**config.mk**
```make
export PLATFORM = sky130hd
export DESIGN_NAME = upptc_regs
export DESIGN_NICKNAME = d
export VERILOG_FILES = /design/src/common/upptc_pkg.sv /design/src/verilog/upptc_regs.sv
export SDC_FILE = /design/constraint.sdc
export NUM_CORES = 1
export LEC_CHECK = 0
export BUFFER_PORTS_ARGS = -buffer_cell sky130_fd_sc_hd__buf_4
export CAP_MARGIN = 20
export CORE_MARGIN = 5
export CORE_UTILIZATION = 50
export DETAILED_ROUTE_END_ITERATION = 12
export PLACE_DENSITY = 0.79
export SLEW_MARGIN = 0
export SYNTH_ARGS = -nofsm -noshare
export SYNTH_HDL_FRONTEND = slang
export SYNTH_SLANG_ARGS = --single-unit
```
**constraint.sdc**
```tcl
create_clock -name aclk -period 5 [get_ports aclk]
set_clock_uncertainty 0.2 [all_clocks]
set_input_delay 1 -clock aclk [delete_from_list [all_inputs] [get_ports aclk]]
set_output_delay 1 -clock aclk [all_outputs]
set_load 0.01 [all_outputs]
```
**src/common/upptc_pkg.sv**
```systemverilog
package upptc_pkg;

  // ------------------------------------------------------------
  // register map: index as printed, byte address is index * 4
  // ------------------------------------------------------------
  localparam int ADDR_W = 12;
  localparam logic [9:0] IDX_SLEEP = 10'h053;
  localparam logic [9:0] IDX_BIST = 10'h054;
  localparam logic [9:0] IDX_TRIM_LO = 10'h055;
  localparam logic [9:0] IDX_TRIM_HI = 10'h056;
  localparam logic [9:0] IDX_HS_TEST = 10'h057;
  localparam logic [9:0] IDX_INT_STS = 10'h060;
  localparam logic [9:0] IDX_INT_MSK = 10'h061;

  // ------------------------------------------------------------
  // reset values and writable-bit masks
  // ------------------------------------------------------------
  localparam logic [7:0] RST_SLEEP = 8'hF0;
  localparam logic [7:0] RST_BIST = 8'h00;
  localparam logic [7:0] RST_TRIM_LO = 8'hAA;
  localparam logic [7:0] RST_TRIM_HI = 8'h0A;
  localparam logic [7:0] RST_HS_TEST = 8'h00;
  localparam logic [7:0] RST_INT = 8'h00;
  localparam logic [7:0] WMSK_SLEEP = 8'hFF;
  localparam logic [7:0] WMSK_BIST = 8'hCF;
  localparam logic [7:0] WMSK_TRIM_LO = 8'hFF;
  localparam logic [7:0] WMSK_TRIM_HI = 8'h0F;
  localparam logic [7:0] WMSK_HS_TEST = 8'h3F;

  // ------------------------------------------------------------
  // field positions
  // ------------------------------------------------------------
  localparam int SLP_FAST_BIT = 7;
  localparam int SLP_LOCK_BIT = 6;
  localparam int BIST_FLAG_BIT = 4;
  localparam int BIST_RST_BIT = 3;
  localparam int INT_BIST_BIT = 0;
  localparam int INT_ACK_BIT = 1;
  localparam int INT_WAKE_LSB = 2;
  localparam int NPORT = 6;

  localparam logic [1:0] RESP_OKAY = 2'h0;
  localparam logic [1:0] RESP_SLVERR = 2'h2;

  // ------------------------------------------------------------
  // controls carried to the phy
  // ------------------------------------------------------------
  typedef struct packed {
    logic [1:0] nsq_offset;
    logic loop_reset;
    logic [2:0] bist_pattern;
    logic [11:0] disc_trim;
    logic [5:0] hs_test;
  } upptc_phy_ctl_t;

endpackage : upptc_pkg

```
**src/verilog/upptc_regs.sv**
```systemverilog
// Notes on behaviour
// - fast sleep answer when idle or unconnected
// - lock source: circuit when set, else logic
// - per-port wake gating, ports 5,4 enabled
// - two-bit non-squelch offset drives phy, reset 00
// - match flag read-only; bit 3 holds loop reset
// - three pattern distortion bits, reset off
// - six disconnect trims, reset 10
// - six transmit self-test bits, reset zero
module upptc_regs
  import upptc_pkg::*;
(
  input wire logic aclk,
  input wire logic aresetn,
  input wire logic [ADDR_W-1:0] s_axi_awaddr,
  input wire logic s_axi_awvalid,
  output logic s_axi_awready,
  input wire logic [31:0] s_axi_wdata,
  input wire logic [3:0] s_axi_wstrb,
  input wire logic s_axi_wvalid,
  output logic s_axi_wready,
  output logic [1:0] s_axi_bresp,
  output logic s_axi_bvalid,
  input wire logic s_axi_bready,
  input wire logic [ADDR_W-1:0] s_axi_araddr,
  input wire logic s_axi_arvalid,
  output logic s_axi_arready,
  output logic [31:0] s_axi_rdata,
  output logic [1:0] s_axi_rresp,
  output logic s_axi_rvalid,
  input wire logic s_axi_rready,
  input wire logic sleep_req,
  input wire logic run_bit,
  input wire logic dev_connected,
  input wire logic sleep_ready,
  output logic sleep_ack,
  input wire logic pll_lock_circuit,
  input wire logic pll_lock_logic,
  output logic pll_lock_indication,
  input wire logic [NPORT-1:0] port_wake_evt,
  output logic [NPORT-1:0] port_wake_out,
  input wire logic bist_match,
  output upptc_phy_ctl_t phy_ctl,
  output logic irq
);

  // ------------------------------------------------------------
  // decode
  // ------------------------------------------------------------
  function automatic logic is_mapped(input logic [9:0] idx);
    is_mapped = (idx >= IDX_SLEEP && idx <= IDX_HS_TEST) ||
      idx == IDX_INT_STS || idx == IDX_INT_MSK;
  endfunction : is_mapped

  // ------------------------------------------------------------
  // state
  // ------------------------------------------------------------
  logic [7:0] sleep_ctl_r, sleep_ctl_nxt;
  logic [7:0] bist_ctl_r, bist_ctl_nxt;
  logic [7:0] trim_lo_r, trim_lo_nxt;
  logic [7:0] trim_hi_r, trim_hi_nxt;
  logic [7:0] hs_test_r, hs_test_nxt;
  logic [7:0] int_sts_r, int_sts_nxt;
  logic [7:0] int_msk_r, int_msk_nxt;
  logic aw_full_r, aw_full_nxt;
  logic w_full_r, w_full_nxt;
  logic [9:0] aw_idx_r, aw_idx_nxt;
  logic [7:0] wbyte_r, wbyte_nxt;
  logic wen_r, wen_nxt;
  logic awready_r, awready_nxt;
  logic wready_r, wready_nxt;
  logic bvalid_r, bvalid_nxt;
  logic [1:0] bresp_r, bresp_nxt;
  logic arready_r, arready_nxt;
  logic rvalid_r, rvalid_nxt;
  logic [31:0] rdata_r, rdata_nxt;
  logic [1:0] rresp_r, rresp_nxt;
  logic ack_r, ack_nxt;
  logic lock_r, lock_nxt;
  logic [NPORT-1:0] wake_out_r, wake_out_nxt;
  logic irq_r, irq_nxt;
  // two-stage synchronisers for pins from the analog side
  logic [NPORT+1:0] sync1_r, sync2_r;
  logic match_d_r;
  logic [NPORT+1:0] pins;
  logic lock_sync, match_sync;
  logic [NPORT-1:0] wake_sync;
  logic do_write;
  logic [7:0] events, rbyte;
  logic [9:0] ar_idx;

  assign pins = {bist_match, pll_lock_circuit, port_wake_evt};
  assign match_sync = sync2_r[NPORT+1];
  assign lock_sync = sync2_r[NPORT];
  assign wake_sync = sync2_r[NPORT-1:0];
  assign ar_idx = s_axi_araddr[ADDR_W-1:2];

  always_ff @(posedge aclk)
  begin
    if (!aresetn)
    begin
      sync1_r <= '0;
      sync2_r <= '0;
      match_d_r <= 1'b0;
    end
    else
    begin
      sync1_r <= pins;
      sync2_r <= sync1_r;
      match_d_r <= match_sync;
    end
  end

  // ------------------------------------------------------------
  // bus slave and register file
  // ------------------------------------------------------------
  always_comb
  begin
    aw_full_nxt = aw_full_r;
    w_full_nxt = w_full_r;
    aw_idx_nxt = aw_idx_r;
    wbyte_nxt = wbyte_r;
    wen_nxt = wen_r;
    bvalid_nxt = bvalid_r;
    bresp_nxt = bresp_r;
    sleep_ctl_nxt = sleep_ctl_r;
    bist_ctl_nxt = bist_ctl_r;
    trim_lo_nxt = trim_lo_r;
    trim_hi_nxt = trim_hi_r;
    hs_test_nxt = hs_test_r;
    int_msk_nxt = int_msk_r;
    int_sts_nxt = int_sts_r;
    if (s_axi_awvalid && awready_r)
    begin
      aw_full_nxt = 1'b1;
      aw_idx_nxt = s_axi_awaddr[ADDR_W-1:2];
    end
    if (s_axi_wvalid && wready_r)
    begin
      w_full_nxt = 1'b1;
      wbyte_nxt = s_axi_wdata[7:0];
      wen_nxt = s_axi_wstrb[0];
    end
    if (s_axi_bvalid && s_axi_bready)
      bvalid_nxt = 1'b0;
    do_write = aw_full_r && w_full_r && !bvalid_r;
    if (do_write)
    begin
      aw_full_nxt = 1'b0;
      w_full_nxt = 1'b0;
      bvalid_nxt = 1'b1;
      bresp_nxt = is_mapped(aw_idx_r) ? RESP_OKAY : RESP_SLVERR;
    end
    // only lane 0 carries data; other lanes are dropped
    if (do_write && wen_r)
    begin
      case (aw_idx_r)
        IDX_SLEEP: sleep_ctl_nxt = wbyte_r & WMSK_SLEEP;
        IDX_BIST: bist_ctl_nxt = wbyte_r & WMSK_BIST;
        IDX_TRIM_LO: trim_lo_nxt = wbyte_r & WMSK_TRIM_LO;
        IDX_TRIM_HI: trim_hi_nxt = wbyte_r & WMSK_TRIM_HI;
        IDX_HS_TEST: hs_test_nxt = wbyte_r & WMSK_HS_TEST;
        IDX_INT_MSK: int_msk_nxt = wbyte_r;
        IDX_INT_STS: int_sts_nxt = int_sts_r & ~wbyte_r;
        default: ;
      endcase
    end
    // set wins over a clear in the same cycle
    events = '0;
    events[INT_BIST_BIT] = match_sync && !match_d_r;
    events[INT_ACK_BIT] = ack_nxt && !ack_r;
    events[INT_WAKE_LSB +: NPORT] = wake_out_nxt;
    int_sts_nxt = int_sts_nxt | events;
    irq_nxt = |(int_sts_nxt & int_msk_nxt);
    awready_nxt = !aw_full_nxt && !bvalid_nxt;
    wready_nxt = !w_full_nxt && !bvalid_nxt;
  end

  always_comb
  begin
    case (ar_idx)
      IDX_SLEEP: rbyte = sleep_ctl_r;
      IDX_BIST: rbyte = bist_ctl_r | (8'(match_sync) << BIST_FLAG_BIT);
      IDX_TRIM_LO: rbyte = trim_lo_r;
      IDX_TRIM_HI: rbyte = trim_hi_r;
      IDX_HS_TEST: rbyte = hs_test_r;
      IDX_INT_STS: rbyte = int_sts_r;
      IDX_INT_MSK: rbyte = int_msk_r;
      default: rbyte = 8'h00;
    endcase
    rvalid_nxt = rvalid_r;
    rdata_nxt = rdata_r;
    rresp_nxt = rresp_r;
    if (s_axi_rvalid && s_axi_rready)
      rvalid_nxt = 1'b0;
    if (s_axi_arvalid && arready_r)
    begin
      rvalid_nxt = 1'b1;
      rdata_nxt = {24'h000000, rbyte};
      rresp_nxt = is_mapped(ar_idx) ? RESP_OKAY : RESP_SLVERR;
    end
    arready_nxt = !rvalid_nxt;
  end

  // ------------------------------------------------------------
  // sleep answer, lock select, wake gating
  // ------------------------------------------------------------
  always_comb
  begin
    // ready input is only bypassed when the bit allows it
    if (sleep_ctl_r[SLP_FAST_BIT] && (!run_bit || !dev_connected))
      ack_nxt = sleep_req;
    else
      ack_nxt = sleep_req && sleep_ready;
    lock_nxt = sleep_ctl_r[SLP_LOCK_BIT] ? lock_sync
      : pll_lock_logic;
    wake_out_nxt = wake_sync & sleep_ctl_r[NPORT-1:0];
  end

  always_ff @(posedge aclk)
  begin
    if (!aresetn)
    begin
      sleep_ctl_r <= RST_SLEEP;
      bist_ctl_r <= RST_BIST;
      trim_lo_r <= RST_TRIM_LO;
      trim_hi_r <= RST_TRIM_HI;
      hs_test_r <= RST_HS_TEST;
      int_sts_r <= RST_INT;
      int_msk_r <= RST_INT;
      aw_full_r <= 1'b0;
      w_full_r <= 1'b0;
      aw_idx_r <= '0;
      wbyte_r <= 8'h00;
      wen_r <= 1'b0;
      awready_r <= 1'b1;
      wready_r <= 1'b1;
      bvalid_r <= 1'b0;
      bresp_r <= RESP_OKAY;
      arready_r <= 1'b1;
      rvalid_r <= 1'b0;
      rdata_r <= '0;
      rresp_r <= RESP_OKAY;
      ack_r <= 1'b0;
      lock_r <= 1'b0;
      wake_out_r <= '0;
      irq_r <= 1'b0;
    end
    else
    begin
      sleep_ctl_r <= sleep_ctl_nxt;
      bist_ctl_r <= bist_ctl_nxt;
      trim_lo_r <= trim_lo_nxt;
      trim_hi_r <= trim_hi_nxt;
      hs_test_r <= hs_test_nxt;
      int_sts_r <= int_sts_nxt;
      int_msk_r <= int_msk_nxt;
      aw_full_r <= aw_full_nxt;
      w_full_r <= w_full_nxt;
      aw_idx_r <= aw_idx_nxt;
      wbyte_r <= wbyte_nxt;
      wen_r <= wen_nxt;
      awready_r <= awready_nxt;
      wready_r <= wready_nxt;
      bvalid_r <= bvalid_nxt;
      bresp_r <= bresp_nxt;
      arready_r <= arready_nxt;
      rvalid_r <= rvalid_nxt;
      rdata_r <= rdata_nxt;
      rresp_r <= rresp_nxt;
      ack_r <= ack_nxt;
      lock_r <= lock_nxt;
      wake_out_r <= wake_out_nxt;
      irq_r <= irq_nxt;
    end
  end

  // ------------------------------------------------------------
  // outputs
  // ------------------------------------------------------------
  assign s_axi_awready = awready_r;
  assign s_axi_wready = wready_r;
  assign s_axi_bvalid = bvalid_r;
  assign s_axi_bresp = bresp_r;
  assign s_axi_arready = arready_r;
  assign s_axi_rvalid = rvalid_r;
  assign s_axi_rdata = rdata_r;
  assign s_axi_rresp = rresp_r;
  assign sleep_ack = ack_r;
  assign pll_lock_indication = lock_r;
  assign port_wake_out = wake_out_r;
  assign irq = irq_r;
  assign phy_ctl.nsq_offset = bist_ctl_r[7:6];
  assign phy_ctl.loop_reset = bist_ctl_r[BIST_RST_BIT];
  assign phy_ctl.bist_pattern = bist_ctl_r[2:0];
  assign phy_ctl.disc_trim = {trim_hi_r[3:0], trim_lo_r};
  assign phy_ctl.hs_test = hs_test_r[5:0];
endmodule : upptc_regs

```
==> results.sh, run 1 <==
export IMPL_global_route_usage_met3_pct=3.13
export IMPL_synthArstFlopShare_pct=0
export IMPL_die_h_um=107
export IMPL_finalHoldViolCount=0
export IMPL_htree_levels=3
export IMPL_critical_path_slowest_cell="or4b_1"
export IMPL_final_net_count=656
export IMPL_slew_violations=0
export IMPL_status="completed"
export IMPL_vias_per_cell=5.31
export IMPL_grt_max_degree=56
export IMPL_rsz0062_at_grt="false"
export IMPL_holdWs_ns=0.242
export IMPL_endpoint_kind="flip-flop"
export IMPL_power_internal_mw=1.22
export IMPL_ys_warnings_count=0
export IMPL_crit_chain="buf_4 > or4b_1 > nor4_4 > a22oi_1 > a21o_1 > a21oi_1"
export IMPL_worst_pin_slew_ns=0.548
export IMPL_syn_to_final_growth_pct=17.5
export IMPL_rows=35
export IMPL_place_hpwl_um=7940
export IMPL_fillers=809
export IMPL_busiest_layer="met2"
export IMPL_holdBufCountCts=0
export IMPL_die_w_um=107
export IMPL_gp_congestion=0.839
export IMPL_final_seq_area_um2=2200
export IMPL_n_antenna_cell=0
export IMPL_max_slew_margin_rel_pct=63.4
export IMPL_setup_viol=0
export IMPL_clock_latency_ns=0.37
export IMPL_p_sw_mw=0.407
export IMPL_fin_crit_sh_pct=53.2
export IMPL_cts_sinks=110
export IMPL_cp_top_family="simple AND/OR/NAND/NOR gates"
export IMPL_cts_resized=0
export IMPL_grt_pass1_vias=3588
export IMPL_worstSetupStartpointType="primary input"
export IMPL_port_buffers=96
export IMPL_drc_errors=0
export IMPL_grt_use_met2_pct=30.8
export IMPL_crit_buf_inv=1
export IMPL_min_period_ns=2.66
export IMPL_leakage_nw=2.47
export IMPL_drv_cap=0
export IMPL_initial_core_util_pct=50.9
export IMPL_final_cells=692
export IMPL_ys_top_cells_by_area="dfxtp_1, mux2i_1, nand2_1"
export IMPL_root_buffer="clkbuf_8"
export IMPL_grt_pass1_wl_um=17400
export IMPL_detail_route_iter0_violations=227
export IMPL_placed_cells=676
export IMPL_overflow=0
export IMPL_synthFlopType="dfxtp_1"
export IMPL_vias=3672
export IMPL_clkTransAtPathRegs_ns=0.10
export IMPL_multiInputGateArea_um2=2180
export IMPL_met1_usage_pct=25.6
export IMPL_design_portCount=154
export IMPL_antenna_left=0
export IMPL_pwr_share_comb_pct=9.0
export IMPL_drt_wl_total_um=10900
export IMPL_grt_total_usage_pct=19.0
export IMPL_dieArea_um2=11400
export IMPL_p_total_mw=1.62
export IMPL_vdd_drop_max_mv=0.163
export IMPL_seq_power_share_pct=57.4
export IMPL_drive_gt1_share_pct=24.1
export IMPL_netlist_area_um2=4680
export IMPL_wl_per_cell_um=15.8
export IMPL_setup_tns_ns=0
export IMPL_cts_tree="done"
export IMPL_worstSetupPathType="primary input to flip-flop"
export IMPL_clk_path_buf_depth=2
export IMPL_synth_enable_flop_cells=0
export IMPL_fmax_mhz=376
export IMPL_clock_power_share_pct=33.6
export IMPL_seq_area_frac_synth_pct=47.0
export IMPL_cp_data_arrival_time_ns=2.77
export IMPL_yosys_cell_types_count=50
export IMPL_numCtsBuffers=9
export IMPL_firstDrtPassIters=5
export IMPL_path_max_fanout=6
export IMPL_synth_top_area_share_pct=47.0
export IMPL_hold_path_class="flip-flop to flip-flop"
export IMPL_core_area_um2=9200
export IMPL_critical_path_max_stage_delay_ns=0.68
export IMPL_cts_setup_buffers=0
export IMPL_power_density_nw_per_um2=295
export IMPL_ys_ff_latch=110
export IMPL_synth_area_per_cell_um2=9.44
export IMPL_cp_data_required_time_ns=5.11
export IMPL_syn_inst=496
export IMPL_yosysTopAreaCell="dfxtp_1"
export IMPL_netSwitchingFraction_pct=25.0
export IMPL_antenna_found_initial=0
## cells in the mapped netlist (all sizes together) (6+ instances only)
| master | number |
|---|---|
| nor3 | 9 |
| mux2i | 43 |
| inv | 9 |
| nor2 | 56 |
| a22oi | 6 |
| dfxtp | 110 |
| buf | 35 |
| mux2 | 8 |
| and2 | 21 |
| a21o | 6 |
| nand2 | 75 |
| o32ai | 6 |
| o21ai | 8 |
| a21oi | 37 |
| clkbuf | 18 |
## logic make-up (layout without fill, tap and decap cells)
group                  Yosys count  count (layout)  synth area share (%)
other                            1              26                0.0801
and+or+nand+nor                196             196                  22.0
buffers and inverters           62             122                  8.42
DFF                            110             110                  47.0
muxes                           55              55                  13.0
AOI/OAI and AO/OA               72              72                  9.41
## layout by cell type (no fill, tap or decap), types with 3 or more instances in the layout
cell      synthesis  layout
a21o_1            6       6
a21oi_1          37      37
a22oi_1           6       6
and2_1           20      20
buf_4            27      96
clkbuf_8          2      10
conb_1            1      26
dfxtp_1         110     110
inv_1             9       8
mux2_2            8       8
mux2i_1          43      43
mux4_2            4       4
nand2_1          75      75
nand2b_1          3       3
nand3_1           4       4
nand3b_1          3       3
nand4b_1          4       4
nor2_1           56      56
nor3_1            7       7
o21ai_0           8       8
o22ai_1           3       3
o32ai_1           6       6
## registers in the layout, indices dropped and copies added (netlist names), 4 cells and up
signal	count
sync1_r	8
sleep_ctl_r	8
trim_lo_r	8
hs_test_r	6
aw_idx_r	10
trim_hi_r	4
s_axi_rdata	8
int_msk_r	8
int_sts_r	8
port_wake_out	6
wbyte_r	8
bist_ctl_r	6
sync2_r	8
## path summary, 6_finish.rpt
check                                               from                          end  slack, ns  cells past startpoint
worst max register to register  aw_idx_r[6]$_SDFFE_PN0P_  sleep_ctl_r[4]$_SDFFE_PN1P_       2.57                      5
worst max-delay path                    s_axi_araddr[10]  s_axi_rdata[0]$_SDFFE_PN0P_       2.34                      6
worst min register to register     sync1_r[2]$_SDFF_PN0_        sync2_r[2]$_SDFF_PN0_       0.24                      1
worst min-delay path               sync1_r[2]$_SDFF_PN0_        sync2_r[2]$_SDFF_PN0_       0.24                      1
## metrics by stage
step / setup WS (ns) / util [%] / instance area (µm²)
6_report: 2.34 / 59.8 / 5500
3_3_place_gp: 1.97 / 57.4 / 5280
4_1_cts: 2.36 / 59.8 / 5500
3_5_place_dp: 1.96 / 57.6 / 5300
2_1_floorplan: 2.32 / - / 4780
5_1_grt: 2.24 / 59.8 / 5500
## power by group through the flow
stage | logic, mW | registers [mW] | clock network, mW
6_report | 0.147 | 0.933 | 0.545
5_1_grt | 0.163 | 0.937 | 0.592
4_1_cts | 0.147 | 0.933 | 0.557
3_5_place_dp | 0.147 | 0.953 | 0
3_3_place_gp | 0.142 | 0.951 | 0
2_1_floorplan | 0.116 | 0.939 | 0
## per-layer routing
layer  up-vias  routed length (µm)
met5         -                   0
met3        19                 767
met4         0                 227
li1       1801                   -
met1      1701                4800
met2       151                5140
## worst register-to-register path, stage by stage (launching register included)
cell and delay [ns]:
dfxtp_1 0.36, or3b_1 0.42, nor4_4 0.40, and4b_1 0.62, mux2i_1 0.25, nand2_1 0.07
## area by class of cell
cell class / count / share of cell area, %
tap: 111 / 2.53
timing repair buffer: 97 / 13.5
clock inverter: 6 / 1.23
multi-input combinational: 349 / 39.6
clock buffer: 10 / 2.50
sequential: 110 / 40.0
inverter: 9 / 0.614
(Power assumes the default switching activity.)
==> inputs of run 2 (changes only) <==
CORE_UTILIZATION = 46   (was 50)
PLACE_DENSITY = 0.77   (was 0.79)
clock period = 2.2 ns   (was 5 ns; I/O delays follow)
==> run 2 against run 1 <==
Clock-buffer cell count unchanged. Cell count increased by 6.8%. Critical endpoint is now irq$_SDFF_PN0_. Design area increased by 5.3%. Via count increased by 3.9%.
==> results.sh, run 2 (synthesis results as in run 1) <==
export IMPL_status="completed"
export IMPL_grt_total_usage_pct=18.4
export IMPL_place_hpwl_um=8450
export IMPL_endpoint_kind="flip-flop"
export IMPL_min_period_ns=2.17
export IMPL_htree_levels=3
export IMPL_grt_pass1_wl_um=18500
export IMPL_drt_wl_total_um=11500
export IMPL_path_max_fanout=8
export IMPL_layout_common_cells="buf_4, dfxtp_1, nand2_1, nor2_1, mux2i_1"
export IMPL_cp_data_arrival_time_ns=2.25
export IMPL_clock_latency_ns=0.38
export IMPL_largest_reg_flops=10
export IMPL_overflow=0
export IMPL_cts_tree="done"
export IMPL_design_portCount=154
export IMPL_rsz0062_at_grt="true"
export IMPL_final_net_count=681
export IMPL_final_util_pct=58.7
export IMPL_core_area_um2=9860
export IMPL_grt_max_degree=34
export IMPL_hold_path_class="primary input to flip-flop"
export IMPL_slew_violations=0
export IMPL_detail_route_iter0_violations=254
export IMPL_leakage_nw=2.59
export IMPL_wl_per_cell_um=15.6
export IMPL_n_antenna_cell=0
export IMPL_fin_crit_sh_pct=98.7
export IMPL_final_common_cell="buf_4"
export IMPL_holdBufCountCts=0
export IMPL_placed_cells=720
export IMPL_cts_sinks=110
export IMPL_antenna_left=0
export IMPL_die_h_um=111
export IMPL_firstDrtPassIters=5
export IMPL_reg2regPathDepth=7
export IMPL_rows=36
export IMPL_port_buffers=96
export IMPL_clkTransAtPathRegs_ns=0.12
export IMPL_holdWs_ns=0.0566
export IMPL_setup_viol=0
export IMPL_die_w_um=111
export IMPL_worstSetupPathType="flip-flop to flip-flop"
export IMPL_syn_to_final_growth_pct=23.7
export IMPL_drv_cap=0
export IMPL_antenna_found_initial=0
export IMPL_root_buffer="clkbuf_8"
export IMPL_fmax_mhz=461
export IMPL_initial_core_util_pct=47.5
export IMPL_cp_data_required_time_ns=2.28
export IMPL_gp_congestion=0.850
export IMPL_top_register="aw_idx_r"
export IMPL_drive_gt1_share_pct=28.2
export IMPL_dieArea_um2=12300
export IMPL_worstSetupStartpointType="flip-flop"
export IMPL_grt_pass1_vias=3739
export IMPL_vias=3817
export IMPL_final_cells=739
export IMPL_clk_path_buf_depth=2
export IMPL_vias_per_cell=5.17
export IMPL_dp_slack_ns=-0.0892
export IMPL_power_density_nw_per_um2=639
export IMPL_finalHoldViolCount=0
export IMPL_p_total_mw=3.70
export IMPL_fin_ws_ns=0.0287
export IMPL_vdd_drop_max_mv=0.383
export IMPL_numCtsBuffers=9
export IMPL_holdPathStages=2
export IMPL_drc_errors=0
run 2: cell types whose count changed in the layout (fill, tap and decap cells not counted), moves of 2 or more:
cell | before | now
dfxtp_1 | 110 | 108
nand4_2 | 2 | 0
buf_4 | 96 | 119
nand4_4 | 1 | 3
buf_12 | 1 | 3
dfxtp_2 | 0 | 2
clkinvlp_4 | 2 | 0
clkinv_4 | 0 | 2
clkinv_8 | 0 | 2
run 2: where the power goes:
part	total [mW]	switching, mW	internal, mW
sequential	2.12	0.0627	2.05
clock	1.21	0.734	0.474
combinational	0.378	0.203	0.175
total	3.70	1.00	2.70
run 2: routing by layer:
| layer | vias up | track usage, % | share of wire, % |
|---|---|---|---|
| li1 | 1852 | - | - |
| met1 | 1784 | 24.0 | 44 |
| met2 | 159 | 29.1 | 46 |
| met3 | 22 | 4.80 | 8.1 |
| met4 | 0 | 6.98 | 2.1 |
| met5 | - | 0 | 0 |
run 2: layout make-up:
class | instances | area (µm²)
Clock inverter | 6 | 67.6
Fill cell | 846 | 4070
Timing Repair Buffer | 122 | 953
Clock buffer | 10 | 138
Tap cell | 133 | 166
Multi-Input combinational cell | 349 | 2230
Inverter | 9 | 33.8
Sequential cell | 110 | 2200
run 2: repair_timing:
item | 4_1_cts | 5_1_grt
resized for setup | 1 | 9
setup endpoints to repair | 1 | 27
setup buffers | 1 | 2
pin swaps | 1 | 4
run 2: through the flow:
stage,area (µm²),setup TNS (ns)
2_1_floorplan,4780,0
3_3_place_gp,5510,-0.528
3_5_place_dp,5510,-0.530
4_1_cts,5730,0
5_1_grt,5790,-0.0831
6_report,5790,0
run 2: final timing paths:
kind	start	end	slack [ns]
worst max-delay path	s_axi_bvalid$_SDFF_PN0_	irq$_SDFF_PN0_	0.03
worst min-delay path	port_wake_evt[1]	sync1_r[1]$_SDFF_PN0_	0.06
worst max register to register	s_axi_bvalid$_SDFF_PN0_	irq$_SDFF_PN0_	0.03
worst min register to register	sync1_r[4]$_SDFF_PN0_	sync2_r[4]$_SDFF_PN0_	0.24
run 2: worst max-delay path, stage by stage (launching register included):
cell and delay [ns]:
dfxtp_1 0.36, and3b_1 0.28, buf_4 0.14, nand4_4 0.22, buf_4 0.22, mux2i_1 0.20, o32ai_1 0.12, o41a_1 0.34
==> inputs of run 3 (changes only) <==
ABC_AREA = 1   (was not set)
CORE_UTILIZATION = 45   (was 46)
PLACE_DENSITY = 0.75   (was 0.77)
==> run 3 against run 2 <==
Global-route usage is 0.83 points higher. Maximum frequency is 8.2% higher. Non-clock buffer count is 16 lower. Synthesized area is 1.4% lower. Cell count is 18% higher. Sequential share of layout area is 1.1 points higher. Combinational power is 5% lower. Die area is 0.69% higher. Routed wire length is 2.8% higher. Power is 1.2% higher. Critical path type unchanged. Highest routed layer unchanged.
==> results.sh, run 3 <==
export IMPL_endpoint_kind="flip-flop"
export IMPL_n_antenna_cell=0
export IMPL_synthFlopType="dfxtp_1"
export IMPL_cts_tree="done"
export IMPL_finalHoldViolCount=0
export IMPL_vdd_drop_max_mv=0.346
export IMPL_holdBufCountCts=0
export IMPL_die_w_um=111
export IMPL_syn_inst=634
export IMPL_slew_violations=0
export IMPL_syn_to_final_growth_pct=21.7
export IMPL_setup_viol=0
export IMPL_ys_ff_latch=110
export IMPL_initial_core_util_pct=45.3
export IMPL_p_total_mw=3.75
export IMPL_die_h_um=111
export IMPL_cp_top_family="simple AND/OR/NAND/NOR gates"
export IMPL_final_net_count=808
export IMPL_critical_path_max_stage_delay_ns=0.48
export IMPL_detail_route_iter0_violations=243
export IMPL_top_register="aw_idx_r"
export IMPL_fin_crit_sh_pct=91.2
export IMPL_yosysTopAreaCell="dfxtp_1"
export IMPL_leakage_nw=2.76
export IMPL_firstDrtPassIters=5
export IMPL_final_seq_area_um2=2200
export IMPL_numCtsBuffers=9
export IMPL_synth_enable_flop_cells=0
export IMPL_min_period_ns=2.01
export IMPL_setup_tns_ns=0
export IMPL_drv_cap=0
export IMPL_worst_pin_slew_ns=0.544
export IMPL_clock_latency_ns=0.38
export IMPL_synth_top_cells_by_count="nand2_1, dfxtp_1, inv_1"
export IMPL_critical_path_slowest_cell="nor4_1"
export IMPL_netlist_area_um2=4610
export IMPL_cts_sinks=110
export IMPL_design_portCount=154
export IMPL_wl_per_cell_um=13.7
export IMPL_port_buffers=96
export IMPL_antenna_found_initial=0
export IMPL_crit_buf_inv=1
export IMPL_largest_reg_flops=10
export IMPL_drive_gt1_share_pct=18.8
export IMPL_crit_chain="nand2_1 > nor4_1 > nand2_2 > inv_1 > o21ai_0 > a21oi_1"
export IMPL_worstSetupPathType="flip-flop to flip-flop"
export IMPL_crit_cells=6
export IMPL_clk_path_buf_depth=2
export IMPL_path_max_fanout=13
export IMPL_layout_common_cells="nand2_1, dfxtp_1, buf_4, inv_1, a21oi_1"
export IMPL_synth_area_per_cell_um2=7.28
export IMPL_core_area_um2=10200
export IMPL_ys_warnings_count=0
export IMPL_ys_top_cells_by_area="dfxtp_1, nand2_1, a21oi_1"
export IMPL_root_buffer="clkbuf_8"
export IMPL_final_util_pct=55.1
export IMPL_reg2regPathDepth=6
export IMPL_holdPathStages=3
export IMPL_grt_max_degree=71
export IMPL_yosys_cell_types_count=30
export IMPL_clkTransAtPathRegs_ns=0.11
export IMPL_status="completed"
export IMPL_dieArea_um2=12400
export IMPL_grt_pass1_wl_um=19500
export IMPL_seq_area_frac_synth_pct=47.7
export IMPL_synthArstFlopShare_pct=0
export IMPL_drt_wl_total_um=11900
export IMPL_grt_pass1_vias=4003
export IMPL_antenna_left=0
export IMPL_final_common_cell="nand2_1"
export IMPL_power_density_nw_per_um2=668
export IMPL_multiInputGateArea_um2=1930
export IMPL_rows=37
export IMPL_vias=4249
export IMPL_fillers=987
export IMPL_fmax_mhz=498
export IMPL_synth_top_area_share_pct=47.7
export IMPL_hold_path_class="primary input to flip-flop"
export IMPL_overflow=0
export IMPL_max_slew_margin_rel_pct=63.4
export IMPL_drc_errors=0
export IMPL_gp_congestion=0.889
export IMPL_worstSetupStartpointType="flip-flop"
export IMPL_cp_data_arrival_time_ns=2.11
export IMPL_cp_data_required_time_ns=2.30
export IMPL_place_hpwl_um=8950
export IMPL_synth_most_common_cell="nand2_1"
export IMPL_vias_per_cell=4.89
export IMPL_rsz0062_at_grt="false"
export IMPL_grt_total_usage_pct=19.2
export IMPL_htree_levels=3
==> run 3: kinds of logic (layout without fill, tap and decap cells) <==
logic type,count (synthesis),in the layout,synth area share [%]
other cells,1,26,0.0813
simple gates,272,272,25.0
buf+inv,123,197,12.6
compound gates,128,128,14.6
flops,110,110,47.7
==> run 3: routing by layer <==
metal	global-route usage [%]	up-vias	wire length, µm	part of all wire, %
li1	-	2159	-	-
met2	30.3	176	5330	45
met1	25.9	1888	5350	45
met4	7.54	0	318	2.7
met5	0	-	0	0
met3	3.71	26	878	7.4
==> run 3: final timing paths <==
check | from | slack (ns) | end
setup / recovery | aw_idx_r[0]$_SDFFE_PN0P_ | 0.19 | sleep_ctl_r[0]$_SDFFE_PN0P_
hold / removal | port_wake_evt[5] | 0.03 | sync1_r[5]$_SDFF_PN0_
setup reg to reg | aw_idx_r[0]$_SDFFE_PN0P_ | 0.19 | sleep_ctl_r[0]$_SDFFE_PN0P_
hold reg to reg | sync1_r[3]$_SDFF_PN0_ | 0.22 | sync2_r[3]$_SDFF_PN0_
==> run 3: worst register-to-register path, cell delays in order, from the launching register on <==
cell and delay (ns):
dfxtp_1 0.43, nand2_1 0.10, nor4_1 0.48, nand2_2 0.31, inv_1 0.19, o21ai_0 0.09
a21oi_1 0.14
==> run 3: timing repair <==
| item | CTS | global route |
|---|---|---|
| setup endpoints to repair | 0 | 2 |
| resized for setup | 0 | 1 |
| setup buffers | 0 | 0 |
==> run 3: report_power, final <==
part	switching, mW	leakage [nW]	internal [mW]	total [mW]
sequential	0.0391	0.898	2.06	2.10
clock	0.734	0.105	0.554	1.29
combinational	0.224	1.76	0.135	0.360
==> run 3: cell type report <==
type	count	share of cell area, %
Clock inverter	7	1.58
Inverter	75	5.01
Tap cell	136	3.03
Clock buffer	9	2.21
Multi-Input combinational cell	426	34.3
Timing Repair Buffer	106	14.6
Sequential cell	110	39.2
==> run 3: per-stage QoR <==
| stage | std cells | worst slack, ns | hold WS (ns) | instance area, µm² |
|---|---|---|---|---|
| floorplan | 659 | 0.484 | 0.190 | 4710 |
| global placement | 853 | 0.178 | 0.196 | 5400 |
| detailed placement | 853 | 0.111 | 0.198 | 5400 |
| CTS | 869 | 0.134 | 0.0198 | 5610 |
| global route | 869 | 0.0371 | 0.0215 | 5620 |
| finish | 869 | 0.193 | 0.0297 | 5620 |
